### src/common/pcsd_pkg.sv
// Constants, types and message codes for the pump command and status decoder.
// Assumes a single 125 MHz clock domain and an Avalon-MM register master.
package pcsd_pkg;
	// Register byte offsets
	localparam logic [5:0] PCSD_OFF_CMD = 6'h00;
	localparam logic [5:0] PCSD_OFF_PARAM = 6'h04;
	localparam logic [5:0] PCSD_OFF_CTRL = 6'h08;
	localparam logic [5:0] PCSD_OFF_STATUS = 6'h0c;
	localparam logic [5:0] PCSD_OFF_RESP = 6'h10;
	localparam logic [5:0] PCSD_OFF_CI = 6'h14;
	localparam logic [5:0] PCSD_OFF_EVENT = 6'h18;
	localparam logic [5:0] PCSD_OFF_REMOTE = 6'h1c;
	// Command codes
	localparam logic [15:0] PCSD_CMD_CLAMP = 16'h01f0;
	localparam logic [15:0] PCSD_CMD_SXBITS = 16'h01f1;
	localparam logic [15:0] PCSD_CMD_EBITS = 16'h01f2;
	localparam logic [15:0] PCSD_CMD_SYNCDLY = 16'h01f3;
	localparam logic [15:0] PCSD_CMD_BUFEMPTY = 16'h01f4;
	localparam logic [15:0] PCSD_CMD_REMOTE = 16'h01f5;
	localparam logic [15:0] PCSD_CMD_DIAL = 16'h005a;
	localparam logic [3:0] PCSD_CI_SET_M = 4'h8;
	localparam logic [3:0] PCSD_CI_SET_N = 4'h9;
	localparam logic [7:0] PCSD_CI_REQ = 8'ha0;
	localparam logic [3:0] PCSD_CI_IDLE = 4'hf;
	localparam logic [2:0] PCSD_ARB_LOWEST = 3'h7;
	// Clamp encodings
	localparam logic [1:0] PCSD_CLAMP_USER = 2'h0;
	localparam logic [1:0] PCSD_CLAMP_ZERO = 2'h1;
	localparam logic [1:0] PCSD_CLAMP_ONE = 2'h3;
	// Tone digit range
	localparam logic [7:0] PCSD_DIGIT_MIN = 8'h10;
	localparam logic [7:0] PCSD_DIGIT_MAX = 8'h1f;
	// Reset value, fixed status codes and rate code
	localparam logic [7:0] PCSD_RST_SYNC = 8'h01;
	localparam logic [15:0] PCSD_IIS_FAX = 16'h006e;
	localparam logic [7:0] PCSD_FAX_PCOUNT = 8'h02;
	localparam logic [7:0] PCSD_RATE_600 = 8'h03;
	// Path modes
	typedef enum logic [2:0] {
		PCSD_PATH_OFF = 3'b000,
		PCSD_PATH_FAX = 3'b001,
		PCSD_PATH_DATA = 3'b010,
		PCSD_PATH_HALF = 3'b011,
		PCSD_PATH_RATE = 3'b100,
		PCSD_PATH_TONE = 3'b101,
		PCSD_PATH_BYPASS = 3'b111
	} pcsd_path_e;
	// Transmit frame control bits
	typedef struct packed {
		logic [1:0] clamp_select;
		logic [3:0] sx_bits;
		logic [6:0] e_bits;
	} pcsd_tx_ctrl_s;
	// Command sequencer states
	typedef enum logic [1:0] {
		PCSD_ST_IDLE = 2'b00,
		PCSD_ST_EXEC = 2'b01,
		PCSD_ST_DONE = 2'b10
	} pcsd_state_e;
endpackage : pcsd_pkg

### src/core/pcsd_top.sv
// Pump command decoder, C/I channel handler and status reporter.
// Assumes the link-side inputs come asynchronously from the serial bus side.
`timescale 1ns/100ps
`default_nettype none
module pcsd_top
	import pcsd_pkg::*;
(
	input wire logic mclk_in,
	input wire logic reset_in,
	input wire logic [5:0] avs_address_in,
	input wire logic avs_read_in,
	input wire logic avs_write_in,
	input wire logic [31:0] avs_writedata_in,
	input wire logic [3:0] avs_byteenable_in,
	output logic [31:0] avs_readdata_out,
	output logic avs_waitrequest_out,
	input wire logic tx_empty_in,
	input wire logic frame_ok_in,
	input wire logic frame_bad_in,
	input wire logic [4:0] remote_status_in,
	input wire logic [3:0] ci_rx_in,
	input wire logic bus_access_bit_in,
	input wire logic [2:0] arbitration_address_in,
	input wire logic own_access_in,
	input wire logic access_request_in,
	input wire logic [7:0] rate_index_low_in,
	input wire logic [7:0] rate_index_high_in,
	input wire logic [1:0] orig_answer_mode_in,
	output logic [12:0] tx_ctrl_out,
	output logic mbox_discard_out,
	output logic rx_sync_out,
	output logic tone_start_out,
	output logic [3:0] tone_digit_code_out,
	output logic [3:0] ci_tx_out,
	output logic event_out
);
	// ====================================================================
	// Input synchronisers
	// ====================================================================
	localparam int SW = 1 + 1 + 1 + 5 + 4 + 1 + 3 + 1 + 1;
	logic [SW-1:0] sync1_ff; // First stage, read only by second
	logic [SW-1:0] sync2_ff; // Second stage
	// Two stage capture of link inputs
	always_ff @(posedge mclk_in or posedge reset_in) begin
		if (reset_in) begin
			sync1_ff <= '0;
			sync2_ff <= '0;
		end else begin
			sync1_ff <= {tx_empty_in, frame_ok_in, frame_bad_in, remote_status_in,
				ci_rx_in, bus_access_bit_in, arbitration_address_in, own_access_in,
				access_request_in};
			sync2_ff <= sync1_ff;
		end
	end
	wire s_empty = sync2_ff[SW-1];
	wire s_ok = sync2_ff[SW-2];
	wire s_bad = sync2_ff[SW-3];
	wire [4:0] s_remote = sync2_ff[SW-4 -: 5];
	wire [3:0] s_ci = sync2_ff[9:6];
	wire s_bac = sync2_ff[5];
	wire [2:0] s_addr = sync2_ff[4:2];
	wire s_own = sync2_ff[1];
	wire s_req = sync2_ff[0];

	// ====================================================================
	// Register bus decode
	// ====================================================================
	logic [31:0] cmd_ff; // Command word: code, parameter
	logic ci_arb_en_ff; // Arbitration channel enabled
	logic ci_channel_enable_ff; // C/I channel enabled
	logic [7:0] rate_ff; // Current rate selector for E7
	logic [2:0] pump_path_mode_ff; // Configured path mode
	logic ack_ff; // One-cycle answer to a request
	// Wait one cycle, then answer
	wire req = avs_read_in | avs_write_in;
	wire wr_go = avs_write_in & ack_ff;
	wire wr_cmd = wr_go & (avs_address_in == PCSD_OFF_CMD);
	wire wr_ctrl = wr_go & (avs_address_in == PCSD_OFF_CTRL);
	wire rd_event = avs_read_in & ack_ff & (avs_address_in == PCSD_OFF_EVENT);
	wire [15:0] code = cmd_ff[31:16];
	wire [7:0] parm = cmd_ff[7:0];
	always_ff @(posedge mclk_in or posedge reset_in) begin
		if (reset_in) begin
			ack_ff <= 1'b0;
			avs_waitrequest_out <= 1'b1;
		end else begin
			ack_ff <= req & ~ack_ff;
			// Registered copy of the inverted answer strobe
			avs_waitrequest_out <= ~(req & ~ack_ff);
		end
	end

	// ====================================================================
	// Command sequencer
	// ====================================================================
	pcsd_state_e state_ff; // Sequencer state
	pcsd_state_e nxt_state;
	// Taken on write to the command register; executes next cycle
	always_comb begin
		case (state_ff)
			PCSD_ST_IDLE: nxt_state = wr_cmd ? PCSD_ST_EXEC : PCSD_ST_IDLE;
			PCSD_ST_EXEC: nxt_state = PCSD_ST_DONE;
			PCSD_ST_DONE: nxt_state = PCSD_ST_IDLE;
			default: nxt_state = PCSD_ST_IDLE;
		endcase
	end
	wire exec = (state_ff == PCSD_ST_EXEC);
	wire [7:0] ci_cmd = code[15:8];
	wire is_rate_path = (pump_path_mode_ff == PCSD_PATH_RATE);

	// Command register capture, also bus config
	always_ff @(posedge mclk_in or posedge reset_in) begin
		if (reset_in) begin
			state_ff <= PCSD_ST_IDLE;
			cmd_ff <= '0;
			ci_arb_en_ff <= 1'b0;
			ci_channel_enable_ff <= 1'b0;
			rate_ff <= '0;
			pump_path_mode_ff <= PCSD_PATH_OFF;
		end else begin
			state_ff <= nxt_state;
			if (wr_cmd && state_ff == PCSD_ST_IDLE)
				cmd_ff <= avs_writedata_in;
			if (wr_ctrl) begin
				ci_channel_enable_ff <= avs_writedata_in[0];
				ci_arb_en_ff <= avs_writedata_in[1];
				pump_path_mode_ff <= avs_writedata_in[10:8];
				rate_ff <= avs_writedata_in[23:16];
			end
		end
	end

	// ====================================================================
	// Rate adaptation transmit control
	// ====================================================================
	pcsd_tx_ctrl_s tx_ff; // Frame control bits
	logic [4:0] remote_en_ff; // Remote status enables
	logic empty_arm_ff; // Buffer-empty indication armed
	logic [7:0] sync_frame_count_ff; // Frames needed for sync
	logic [7:0] good_cnt_ff; // Good frames seen
	always_ff @(posedge mclk_in or posedge reset_in) begin
		if (reset_in) begin
			tx_ff <= '0;
			remote_en_ff <= '0;
			sync_frame_count_ff <= PCSD_RST_SYNC;
			tone_start_out <= 1'b0;
			tone_digit_code_out <= '0;
		end else begin
			tone_start_out <= 1'b0;
			if (exec) begin
				case (code)
					PCSD_CMD_CLAMP: begin
						tx_ff.clamp_select <= parm[1:0];
					end
					PCSD_CMD_SXBITS: begin
						tx_ff.sx_bits <= parm[3:0];
					end
					PCSD_CMD_EBITS: begin
						tx_ff.e_bits <= parm[6:0];
					end
					PCSD_CMD_SYNCDLY: begin
						// Zero is outside the range; keep the current count
						if (parm != 8'h00)
							sync_frame_count_ff <= parm;
					end
					PCSD_CMD_REMOTE: begin
						remote_en_ff <= parm[4:0];
					end
					PCSD_CMD_DIAL: begin
						// Digit codes outside 10h..1Fh are ignored
						if (parm >= PCSD_DIGIT_MIN && parm <= PCSD_DIGIT_MAX) begin
							tone_start_out <= 1'b1;
							tone_digit_code_out <= parm[3:0];
						end
					end
					default: begin
						tone_start_out <= 1'b0;
					end
				endcase
			end
		end
	end
	// E7 replaced by pump bit at 600 bit/s in the rate path mode
	wire e7_pump = is_rate_path && (rate_ff == PCSD_RATE_600);
	logic e7_toggle_ff; // Multiframe alignment bit
	wire [12:0] tx_word = {tx_ff.clamp_select, tx_ff.sx_bits, tx_ff.e_bits[6:1],
		e7_pump ? e7_toggle_ff : tx_ff.e_bits[0]};
	// Mailbox data dropped under zero or one clamp
	wire discard = (tx_ff.clamp_select == PCSD_CLAMP_ZERO) ||
		(tx_ff.clamp_select == PCSD_CLAMP_ONE);
	always_ff @(posedge mclk_in or posedge reset_in) begin
		if (reset_in) begin
			tx_ctrl_out <= '0;
			mbox_discard_out <= 1'b0;
			e7_toggle_ff <= 1'b0;
		end else begin
			tx_ctrl_out <= tx_word;
			mbox_discard_out <= discard;
			if (s_ok)
				e7_toggle_ff <= ~e7_toggle_ff;
		end
	end

	// ====================================================================
	// Receive synchronisation
	// ====================================================================
	wire sync_hit = s_ok && (good_cnt_ff + 8'h01 >= sync_frame_count_ff);
	always_ff @(posedge mclk_in or posedge reset_in) begin
		if (reset_in) begin
			good_cnt_ff <= '0;
			rx_sync_out <= 1'b0;
		end else if (s_bad) begin
			good_cnt_ff <= '0;
			rx_sync_out <= 1'b0;
		end else if (s_ok && !rx_sync_out) begin
			good_cnt_ff <= good_cnt_ff + 8'h01;
			if (sync_hit)
				rx_sync_out <= 1'b1;
		end
	end

	// ====================================================================
	// Status events (sticky, cleared by reading)
	// ====================================================================
	logic [4:0] remote_prev_ff; // Last remote status
	logic empty_flag_ff; // Buffer-empty event pending
	logic [4:0] remote_flag_ff; // Remote change events pending
	logic empty_prev_ff; // Last buffer-empty level
	wire arm_cmd = exec && (code == PCSD_CMD_BUFEMPTY) && parm[0];
	wire empty_rise = s_empty & ~empty_prev_ff;
	wire empty_hit = empty_arm_ff & empty_rise;
	wire [4:0] remote_hit = (s_remote ^ remote_prev_ff) & remote_en_ff;
	always_ff @(posedge mclk_in or posedge reset_in) begin
		if (reset_in) begin
			empty_arm_ff <= 1'b0;
			empty_prev_ff <= 1'b0;
			empty_flag_ff <= 1'b0;
			remote_prev_ff <= '0;
			remote_flag_ff <= '0;
			event_out <= 1'b0;
		end else begin
			empty_prev_ff <= s_empty;
			remote_prev_ff <= s_remote;
			// Fires once, then disarms until re-enabled
			if (arm_cmd)
				empty_arm_ff <= 1'b1;
			else if (empty_hit)
				empty_arm_ff <= 1'b0;
			// Set wins over read clear
			empty_flag_ff <= empty_hit | (empty_flag_ff & ~rd_event);
			remote_flag_ff <= remote_hit | (remote_flag_ff & {5{~rd_event}});
			event_out <= empty_hit | (|remote_hit) | empty_flag_ff | (|remote_flag_ff);
		end
	end

	// ====================================================================
	// C/I channel
	// ====================================================================
	logic [3:0] code_m_ff; // Code without bus access
	logic [3:0] code_n_ff; // Code with bus access
	logic [3:0] ci_last_ff; // Previous received sample
	logic [3:0] ci_valid_ff; // Accepted C/I code
	logic [3:0] ci_queue_ff; // Code reported to host
	logic ci_new_ff; // Unread report pending
	wire ci_stable = (s_ci == ci_last_ff);
	wire ci_change = ci_stable && (s_ci != ci_valid_ff);
	wire ci_req = exec && (ci_cmd == PCSD_CI_REQ);
	wire ci_set_m = exec && (ci_cmd[7:4] == PCSD_CI_SET_M);
	wire ci_set_n = exec && (ci_cmd[7:4] == PCSD_CI_SET_N);
	wire arb_free = ~s_req && s_bac && (s_addr == PCSD_ARB_LOWEST);
	logic [3:0] ci_sel;
	// Transmit code selection
	always_comb begin
		if (!ci_channel_enable_ff)
			ci_sel = PCSD_CI_IDLE;
		else if (!ci_arb_en_ff)
			ci_sel = code_m_ff;
		else if (s_own)
			ci_sel = code_n_ff;
		else if (arb_free)
			ci_sel = code_m_ff;
		else
			ci_sel = PCSD_CI_IDLE;
	end
	always_ff @(posedge mclk_in or posedge reset_in) begin
		if (reset_in) begin
			code_m_ff <= PCSD_CI_IDLE;
			code_n_ff <= PCSD_CI_IDLE;
			ci_last_ff <= PCSD_CI_IDLE;
			ci_valid_ff <= PCSD_CI_IDLE;
			ci_queue_ff <= PCSD_CI_IDLE;
			ci_new_ff <= 1'b0;
			ci_tx_out <= PCSD_CI_IDLE;
		end else begin
			ci_last_ff <= s_ci;
			ci_tx_out <= ci_sel;
			if (ci_set_m)
				code_m_ff <= ci_cmd[3:0];
			if (ci_set_n)
				code_n_ff <= ci_cmd[3:0];
			if (ci_stable)
				ci_valid_ff <= s_ci;
			// Change or explicit request reports; a change wins when both come in one cycle
			if (ci_change || ci_req) begin
				ci_queue_ff <= ci_change ? s_ci : ci_valid_ff;
				ci_new_ff <= 1'b1;
			end else if (rd_event) begin
				ci_new_ff <= 1'b0;
			end
		end
	end

	// ====================================================================
	// Status response and read mux
	// ====================================================================
	// Control word: mode 15:14, path 10:8, count 7:0
	wire [15:0] resp_ctrl = {orig_answer_mode_in, 3'b000, pump_path_mode_ff,
		PCSD_FAX_PCOUNT};
	// Rate index bytes reported as carried by the pump
	wire [31:0] resp_word = {resp_ctrl, rate_index_high_in, rate_index_low_in};
	logic [31:0] rd_mux;
	always_comb begin
		case (avs_address_in)
			PCSD_OFF_CMD: rd_mux = cmd_ff;
			PCSD_OFF_CTRL: rd_mux = {8'h00, rate_ff, 5'h00, pump_path_mode_ff,
				6'h00, ci_arb_en_ff, ci_channel_enable_ff};
			PCSD_OFF_STATUS: rd_mux = {16'h0000, PCSD_IIS_FAX};
			PCSD_OFF_RESP: rd_mux = resp_word;
			PCSD_OFF_CI: rd_mux = {19'h00000, ci_new_ff, ci_tx_out, ci_valid_ff,
				ci_queue_ff};
			PCSD_OFF_EVENT: rd_mux = {24'h000000, rx_sync_out, remote_flag_ff,
				empty_arm_ff, empty_flag_ff};
			PCSD_OFF_REMOTE: rd_mux = {11'h000, remote_en_ff, s_remote,
				sync_frame_count_ff, tx_word[12:11], 1'b0};
			default: rd_mux = 32'h00000000;
		endcase
	end
	always_ff @(posedge mclk_in or posedge reset_in) begin
		if (reset_in)
			avs_readdata_out <= '0;
		else
			avs_readdata_out <= (avs_read_in && !ack_ff) ? rd_mux : avs_readdata_out;
	end
endmodule : pcsd_top
`default_nettype wire

### config.mk
export PLATFORM = sky130hd
export DESIGN_NAME = pcsd_top
export DESIGN_NICKNAME = d
export VERILOG_FILES = /design/src/common/pcsd_pkg.sv /design/src/core/pcsd_top.sv
export SDC_FILE = /design/constraint.sdc
export NUM_CORES = 1
export LEC_CHECK = 0
export BUFFER_PORTS_ARGS = -buffer_cell sky130_fd_sc_hd__buf_4
export CAP_MARGIN = 25
export CORE_MARGIN = 4
export CORE_UTILIZATION = 35
export CTS_CLUSTER_SIZE = 20
export DETAILED_ROUTE_END_ITERATION = 8
export PLACE_DENSITY_LB_ADDON = 0.3
export SYNTH_ARGS = -nofsm -noshare
export SYNTH_HDL_FRONTEND = slang
export SYNTH_SLANG_ARGS = --single-unit
export TNS_END_PERCENT = 50
### constraint.sdc
create_clock -name mclk_in -period 12.6 [get_ports mclk_in]
set_input_delay 2.52 -clock mclk_in [delete_from_list [all_inputs] [get_ports mclk_in]]
set_output_delay 2.52 -clock mclk_in [all_outputs]
set_load 0.005 [all_outputs]
# ---- Word level (Yosys, flattened, before mapping)
# Cells that the tools add are included.
dict set report classes {
  addsub 1
  magnitude_cmp 3
  n_eq_ne 24
  n_mux 21
  bitwise 24
  reduce_logical 34
}
# cell count
set ops {}
lappend ops {{32-bit one-hot mux with 7 select lines} 1}
lappend ops {{16-bit by 9-bit equality test with 1-bit output, second input constant} 6}
lappend ops {{6-bit by 5-bit equality test with 1-bit output, second input constant} 4}
lappend ops {{4-bit 2-to-1 mux} 5}
lappend ops {{16-bit by 7-bit equality test with 1-bit output, second input constant} 1}
lappend ops {{8-bit 2-to-1 mux} 2}
lappend ops {{1-bit logical AND} 14}
lappend ops {{6-bit by 4-bit equality test with 1-bit output, second input constant} 2}
lappend ops {{1-bit 2-to-1 mux} 12}
lappend ops {{5-bit AND} 2}
lappend ops {{2-bit AND reduction} 5}
lappend ops {{5-bit OR reduction} 2}
lappend ops {{1-bit AND} 9}
lappend ops {{8-bit by 1-bit adder with 8-bit output, second input constant} 1}
lappend ops {{4-bit equality test, second input constant} 2}
lappend ops {{8-bit by 2-bit equality test with 1-bit output, second input constant} 1}
lappend ops {{8-bit equality test, second input constant} 1}
lappend ops {{8-bit by 5-bit greater-or-equal comparator with 1-bit output, second input constant} 1}
lappend ops {{8-bit greater-or-equal comparator} 1}
lappend ops {{8-bit by 5-bit less-or-equal comparator with 1-bit output, second input constant} 1}
lappend ops {{2-bit nonzero test} 4}
lappend ops {{8-bit nonzero test} 1}
lappend ops {{3-bit equality test, second input constant} 2}
lappend ops {{6-bit logical NOT} 1}
lappend ops {{other kinds (13)} 26}
dict set report word_totals {
  regBits 211
  inputBits 82
  word_cells 143
}

# ---- Logic depth before layout (Yosys ltp)
dict set report logic_depth {
  word_depth 7
  mapped_depth 9
}

# ---- Worst setup path before layout
# OpenSTA, ideal clock, no wires.
dict set report synth_path {
  path_type {input port to flip-flop}
  start {input port avs_address_in[1]}
  end {register ci_arb_en_ff}
  setup_ns 0.125
  t_arrival_ns 4.273
  t_required_ns 12.475
  path_slack_ns 8.203
  stages 7
  n_path_buf 3
  path_cell_list {or3b_2 -> clkbuf_1 -> nor4_1 -> and3_1 -> clkbuf_1 -> buf_4 -> mux2_2}
}
dict set report synth_via {
  elab_chain_len 2
}
# item line
set synth_rtl {}
lappend synth_rtl {{from (decl)} pcsd_top.sv:10} ;# input wire logic [5:0] avs_address_in,
lappend synth_rtl {{6-bit by 4-bit equality test with 1-bit output} pcsd_top.sv:78} ;# wire wr_ctrl = wr_go & (avs_address_in == PCSD_OFF_CTRL);
lappend synth_rtl {{1-bit AND} pcsd_top.sv:78}
lappend synth_rtl {{to (signal assigned)} pcsd_top.sv:126} ;# ci_arb_en_ff <= avs_writedata_in[1];
lappend synth_rtl {{to (decl)} pcsd_top.sv:69} ;# logic ci_arb_en_ff;
# No other way between the ends.
# A chain may end at the register's enable or synchronous reset.

# ---- Worst setup path after layout
dict set report layout_path {
  start {input port avs_address_in[2]}
  end {register cmd_ff[3]}
}
dict set report layout_via {
  elab_chain_len 3
}
# item line
set layout_rtl {}
lappend layout_rtl {{6-bit logical NOT} pcsd_top.sv:77} ;# wire wr_cmd = wr_go & (avs_address_in == PCSD_OFF_CMD);
lappend layout_rtl {{1-bit AND} pcsd_top.sv:77}
lappend layout_rtl {{1-bit logical AND} pcsd_top.sv:122} ;# if (wr_cmd && state_ff == PCSD_ST_IDLE)
lappend layout_rtl {{to (signal assigned)} pcsd_top.sv:123} ;# cmd_ff <= avs_writedata_in;
lappend layout_rtl {{to (decl)} pcsd_top.sv:68} ;# logic [31:0] cmd_ff;
# No other way between the ends.

==> impl_metrics.yaml <==
yosys:
  ys.flop_type: "dfrtp_1"
  synth_area_leaders: "dfrtp_1 (55%), mux2_2 (12%), dfstp_2 (8.1%)"
  yosysTopAreaCellShare: 0.548
  syn_area_um2: 8450
  synth_cell_type_count: 55
  seq_area_frac_synth: 0.629
  synth.largest_area_cell: "dfrtp_1"
  synth_enable_flop_cells: 0
  yosysWarnings: 0
  async_flop_share: 1.00
  synthTopCellsByCount: "dfrtp_1 (185), mux2_2 (91), nor2_1 (38)"
  syn_nets: 729
  ys_ff_latch: 211
  yosysMostFrequentCell: "dfrtp_1"
  syn_area_per_cell_um2: 13.2
  syn-instance-count: 638
power:
  pwr-share-comb: 0.079
  ir_worst_vdd_v: 0.0000799
  swShare: 0.233
  p_total_w: 0.00166
  p_seq_frac: 0.466
  internal-power_w: 0.00127
  p_clk_frac: 0.456
  power_switching_w: 0.000387
  leakagePower_nw: 5.04
  p_per_area_nw_per_um2: 154
die:
  core_um2: 23600
  die-area_um2: 26700
  die_h_um: 163
  start_util: 0.358
  die_w_um: 163
  ios: 140
  rows: 56
setup_path:
  slowest_delay_ns: 0.58
  path_cells: "buf_4, or4_4, nor3_4, nand4_2, buf_4, mux2_2"
  path_class: "input pin to flop"
  rr_worst_depth: 5
  crit_required_ns: 12.99
  cp_num_buf_inv: 2
  path_max_fanout: 17
  cp.depth: 6
  cp_common_cell: "buf_4"
  cp_top_family: "simple AND/OR/NAND/NOR gates"
  cp-start-kind: "input pin"
  critPathCaptureType: "flop"
  crit_path_top_delay_cell: "nand4_2"
  cp.arrival_ns: 4.78
hold_path:
  hold_path.class: "flop to flop"
  hold_depth: 0
clock_tree:
  clockBufferDepth: 3
  postCtsHoldBufs: 0
  cts_num_sinks: 211
  root_buffer: "clkbuf_16"
  clkTransAtPathRegs_ns: 0.06
  cts_made_buffers: 24
  htreeDepth: 1
  postCtsResizedCells: 0
  cts_tree: "done"
  post_cts_buffers: 0
  clk_latency_ns: 0.51
sta:
  setup-tns-final_ns: 0
  slew_headroom: 0.343
  fin_crit_sh: 0.348
  worstMarginPinSlew_ns: 0.985
  final_hold_viol_count: 0
  finClkSkew_ns: 0.0112
  drv_slew: 0
  fmax_ghz: 0.228
  rsz0062_at_grt: "no"
  min_period_ns: 4.39
  fin_ws_ns: 8.21
  setup_viol: 0
detailed_routing:
  post_drt_wl_per_cell_um: 19.6
  drc: 0
  vias: 5706
  drt-total-wl_um: 22000
  drtIter0Drc: 374
  antenna_left: 0
  drt_first_pass_iters: 5
  via_per_inst: 5.09
grt:
  grt_pass1_vias: 5819
  grt.overflow.total: 0
  grt_pass1_wl_um: 34300
  antenna_found_initial: 0
  grt_usage: 0.165
  grt_max_degree: 143
placed_design:
  port_buffers: 135
  dp_hpwl_um: 15500
  place_congestion: 0.813
  dp_slack_ns: 7.67
layout:
  n_antenna_cell: 0
  area_growth_pct: 27.2
  drive_above_1_share: 0.395
  final.fill_count: 2210
  nets: 874
outcome:
  status: "complete, no violations"
run:
  max-cap-violations: 0
## per-layer routing
layer / wire (µm) / global-route usage
met5: 0 / 0
met4: 513 / 0.0396
met3: 1730 / 0.0426
met2: 10300 / 0.260
met1: 9480 / 0.231
## area by class of cell
| cell class | instances | area, µm² | area share |
|---|---|---|---|
| Clock inverter | 16 | 224 | 0.0208 |
| Tap cell | 319 | 399 | 0.0371 |
| Multi-Input combinational cell | 384 | 2980 | 0.278 |
| Sequential cell | 211 | 5310 | 0.494 |
| Timing Repair Buffer | 145 | 1110 | 0.103 |
| Inverter | 17 | 71.3 | 0.00664 |
| Clock buffer | 28 | 647 | 0.0602 |
## cell usage in the layout, fill, tap and decap left out, drive strengths merged, types with 5 or more instances in the layout
cell and count:
bufinv 5, a21oi 31, clkinv 7, a221oi 19, ha 9, clkbuf 28, nor4 7, nor3 11
inv 18, nor2b 5, o21ai 20, nand4 6, mux2 92, xnor2 7, or3 6, buf 145
dfstp 26, nand3 10, dfrtp 185, mux2i 11, nor2 38, nand2 33, xor2 18, a222oi 11
## worst reg2reg max path, cell delays in order, from the launching register on
cell and delay [ns]:
dfrtp_1 0.37, nor2b_1 0.27, nor4b_2 0.59, nand2_1 0.23
a2111oi_4 0.70, mux2_2 0.42
## stage by stage
| stage | hold slack (ns) | instances | utilization | cell area, µm² |
|---|---|---|---|---|
| 2_1_floorplan | 0.331 | 638 | - | 8450 |
| 6_report | 0.346 | 1120 | 0.455 | 10700 |
| 3_5_place_dp | 0.335 | 1075 | 0.417 | 9850 |
| 4_1_cts | 0.349 | 1119 | 0.454 | 10700 |
| 5_1_grt | 0.352 | 1120 | 0.455 | 10700 |
| 3_3_place_gp | 0.333 | 1074 | 0.417 | 9840 |
## sequential cells by signal (all words and copies together), names as in the netlist, 5 cells and up
name and count:
avs_readdata_out 32, cmd_ff 32, sync1_ff 18, sync2_ff 18
tx_ctrl_out 13, tx_ff 13, good_cnt_ff 8, rate_ff 8
sync_frame_count_ff 8, remote_en_ff 5, remote_flag_ff 5, remote_prev_ff 5
## final timing paths
| kind | to | slack, ns | startpoint |
|---|---|---|---|
| min in group asynchronous | sync1_ff[12]$_DFF_PP0_ | 1.89 | reset_in |
| setup / recovery | cmd_ff[3]$_DFFE_PP0P_ | 8.21 | avs_address_in[2] |
| hold / removal | sync2_ff[17]$_DFF_PP0_ | 0.35 | sync1_ff[17]$_DFF_PP0_ |
| setup reg to reg | sync_frame_count_ff[3]$_DFFE_PP0P_ | 9.90 | state_ff[1]$_DFF_PP0_ |
| max in group asynchronous | sync2_ff[0]$_DFF_PP0_ | 9.05 | reset_in |
| hold reg to reg | sync2_ff[17]$_DFF_PP0_ | 0.35 | sync1_ff[17]$_DFF_PP0_ |
## power groups by stage
stage                     combinational [W]  clock [W]  sequential (W)
final                              0.000130   0.000755        0.000772
after global routing               0.000146   0.000797        0.000778
after CTS                          0.000132   0.000774        0.000772
after detailed placement           0.000132          0        0.000783
after global placement             0.000130          0        0.000782
after floorplan                   0.0000762          0        0.000768
## kinds of logic (layout without fill, tap and decap cells)
family	Yosys count	after routing	share of synthesized area
buffers and inverters	43	206	0.0201
DFF	211	211	0.629
adders and majority gates	9	9	0.0133
AOI/OAI and AO/OA	105	105	0.0877
xor gates and xnor gates	25	25	0.0259
muxes	103	103	0.136
and+or+nand+nor	142	142	0.0886
Power figures use the tool's default switching activity.
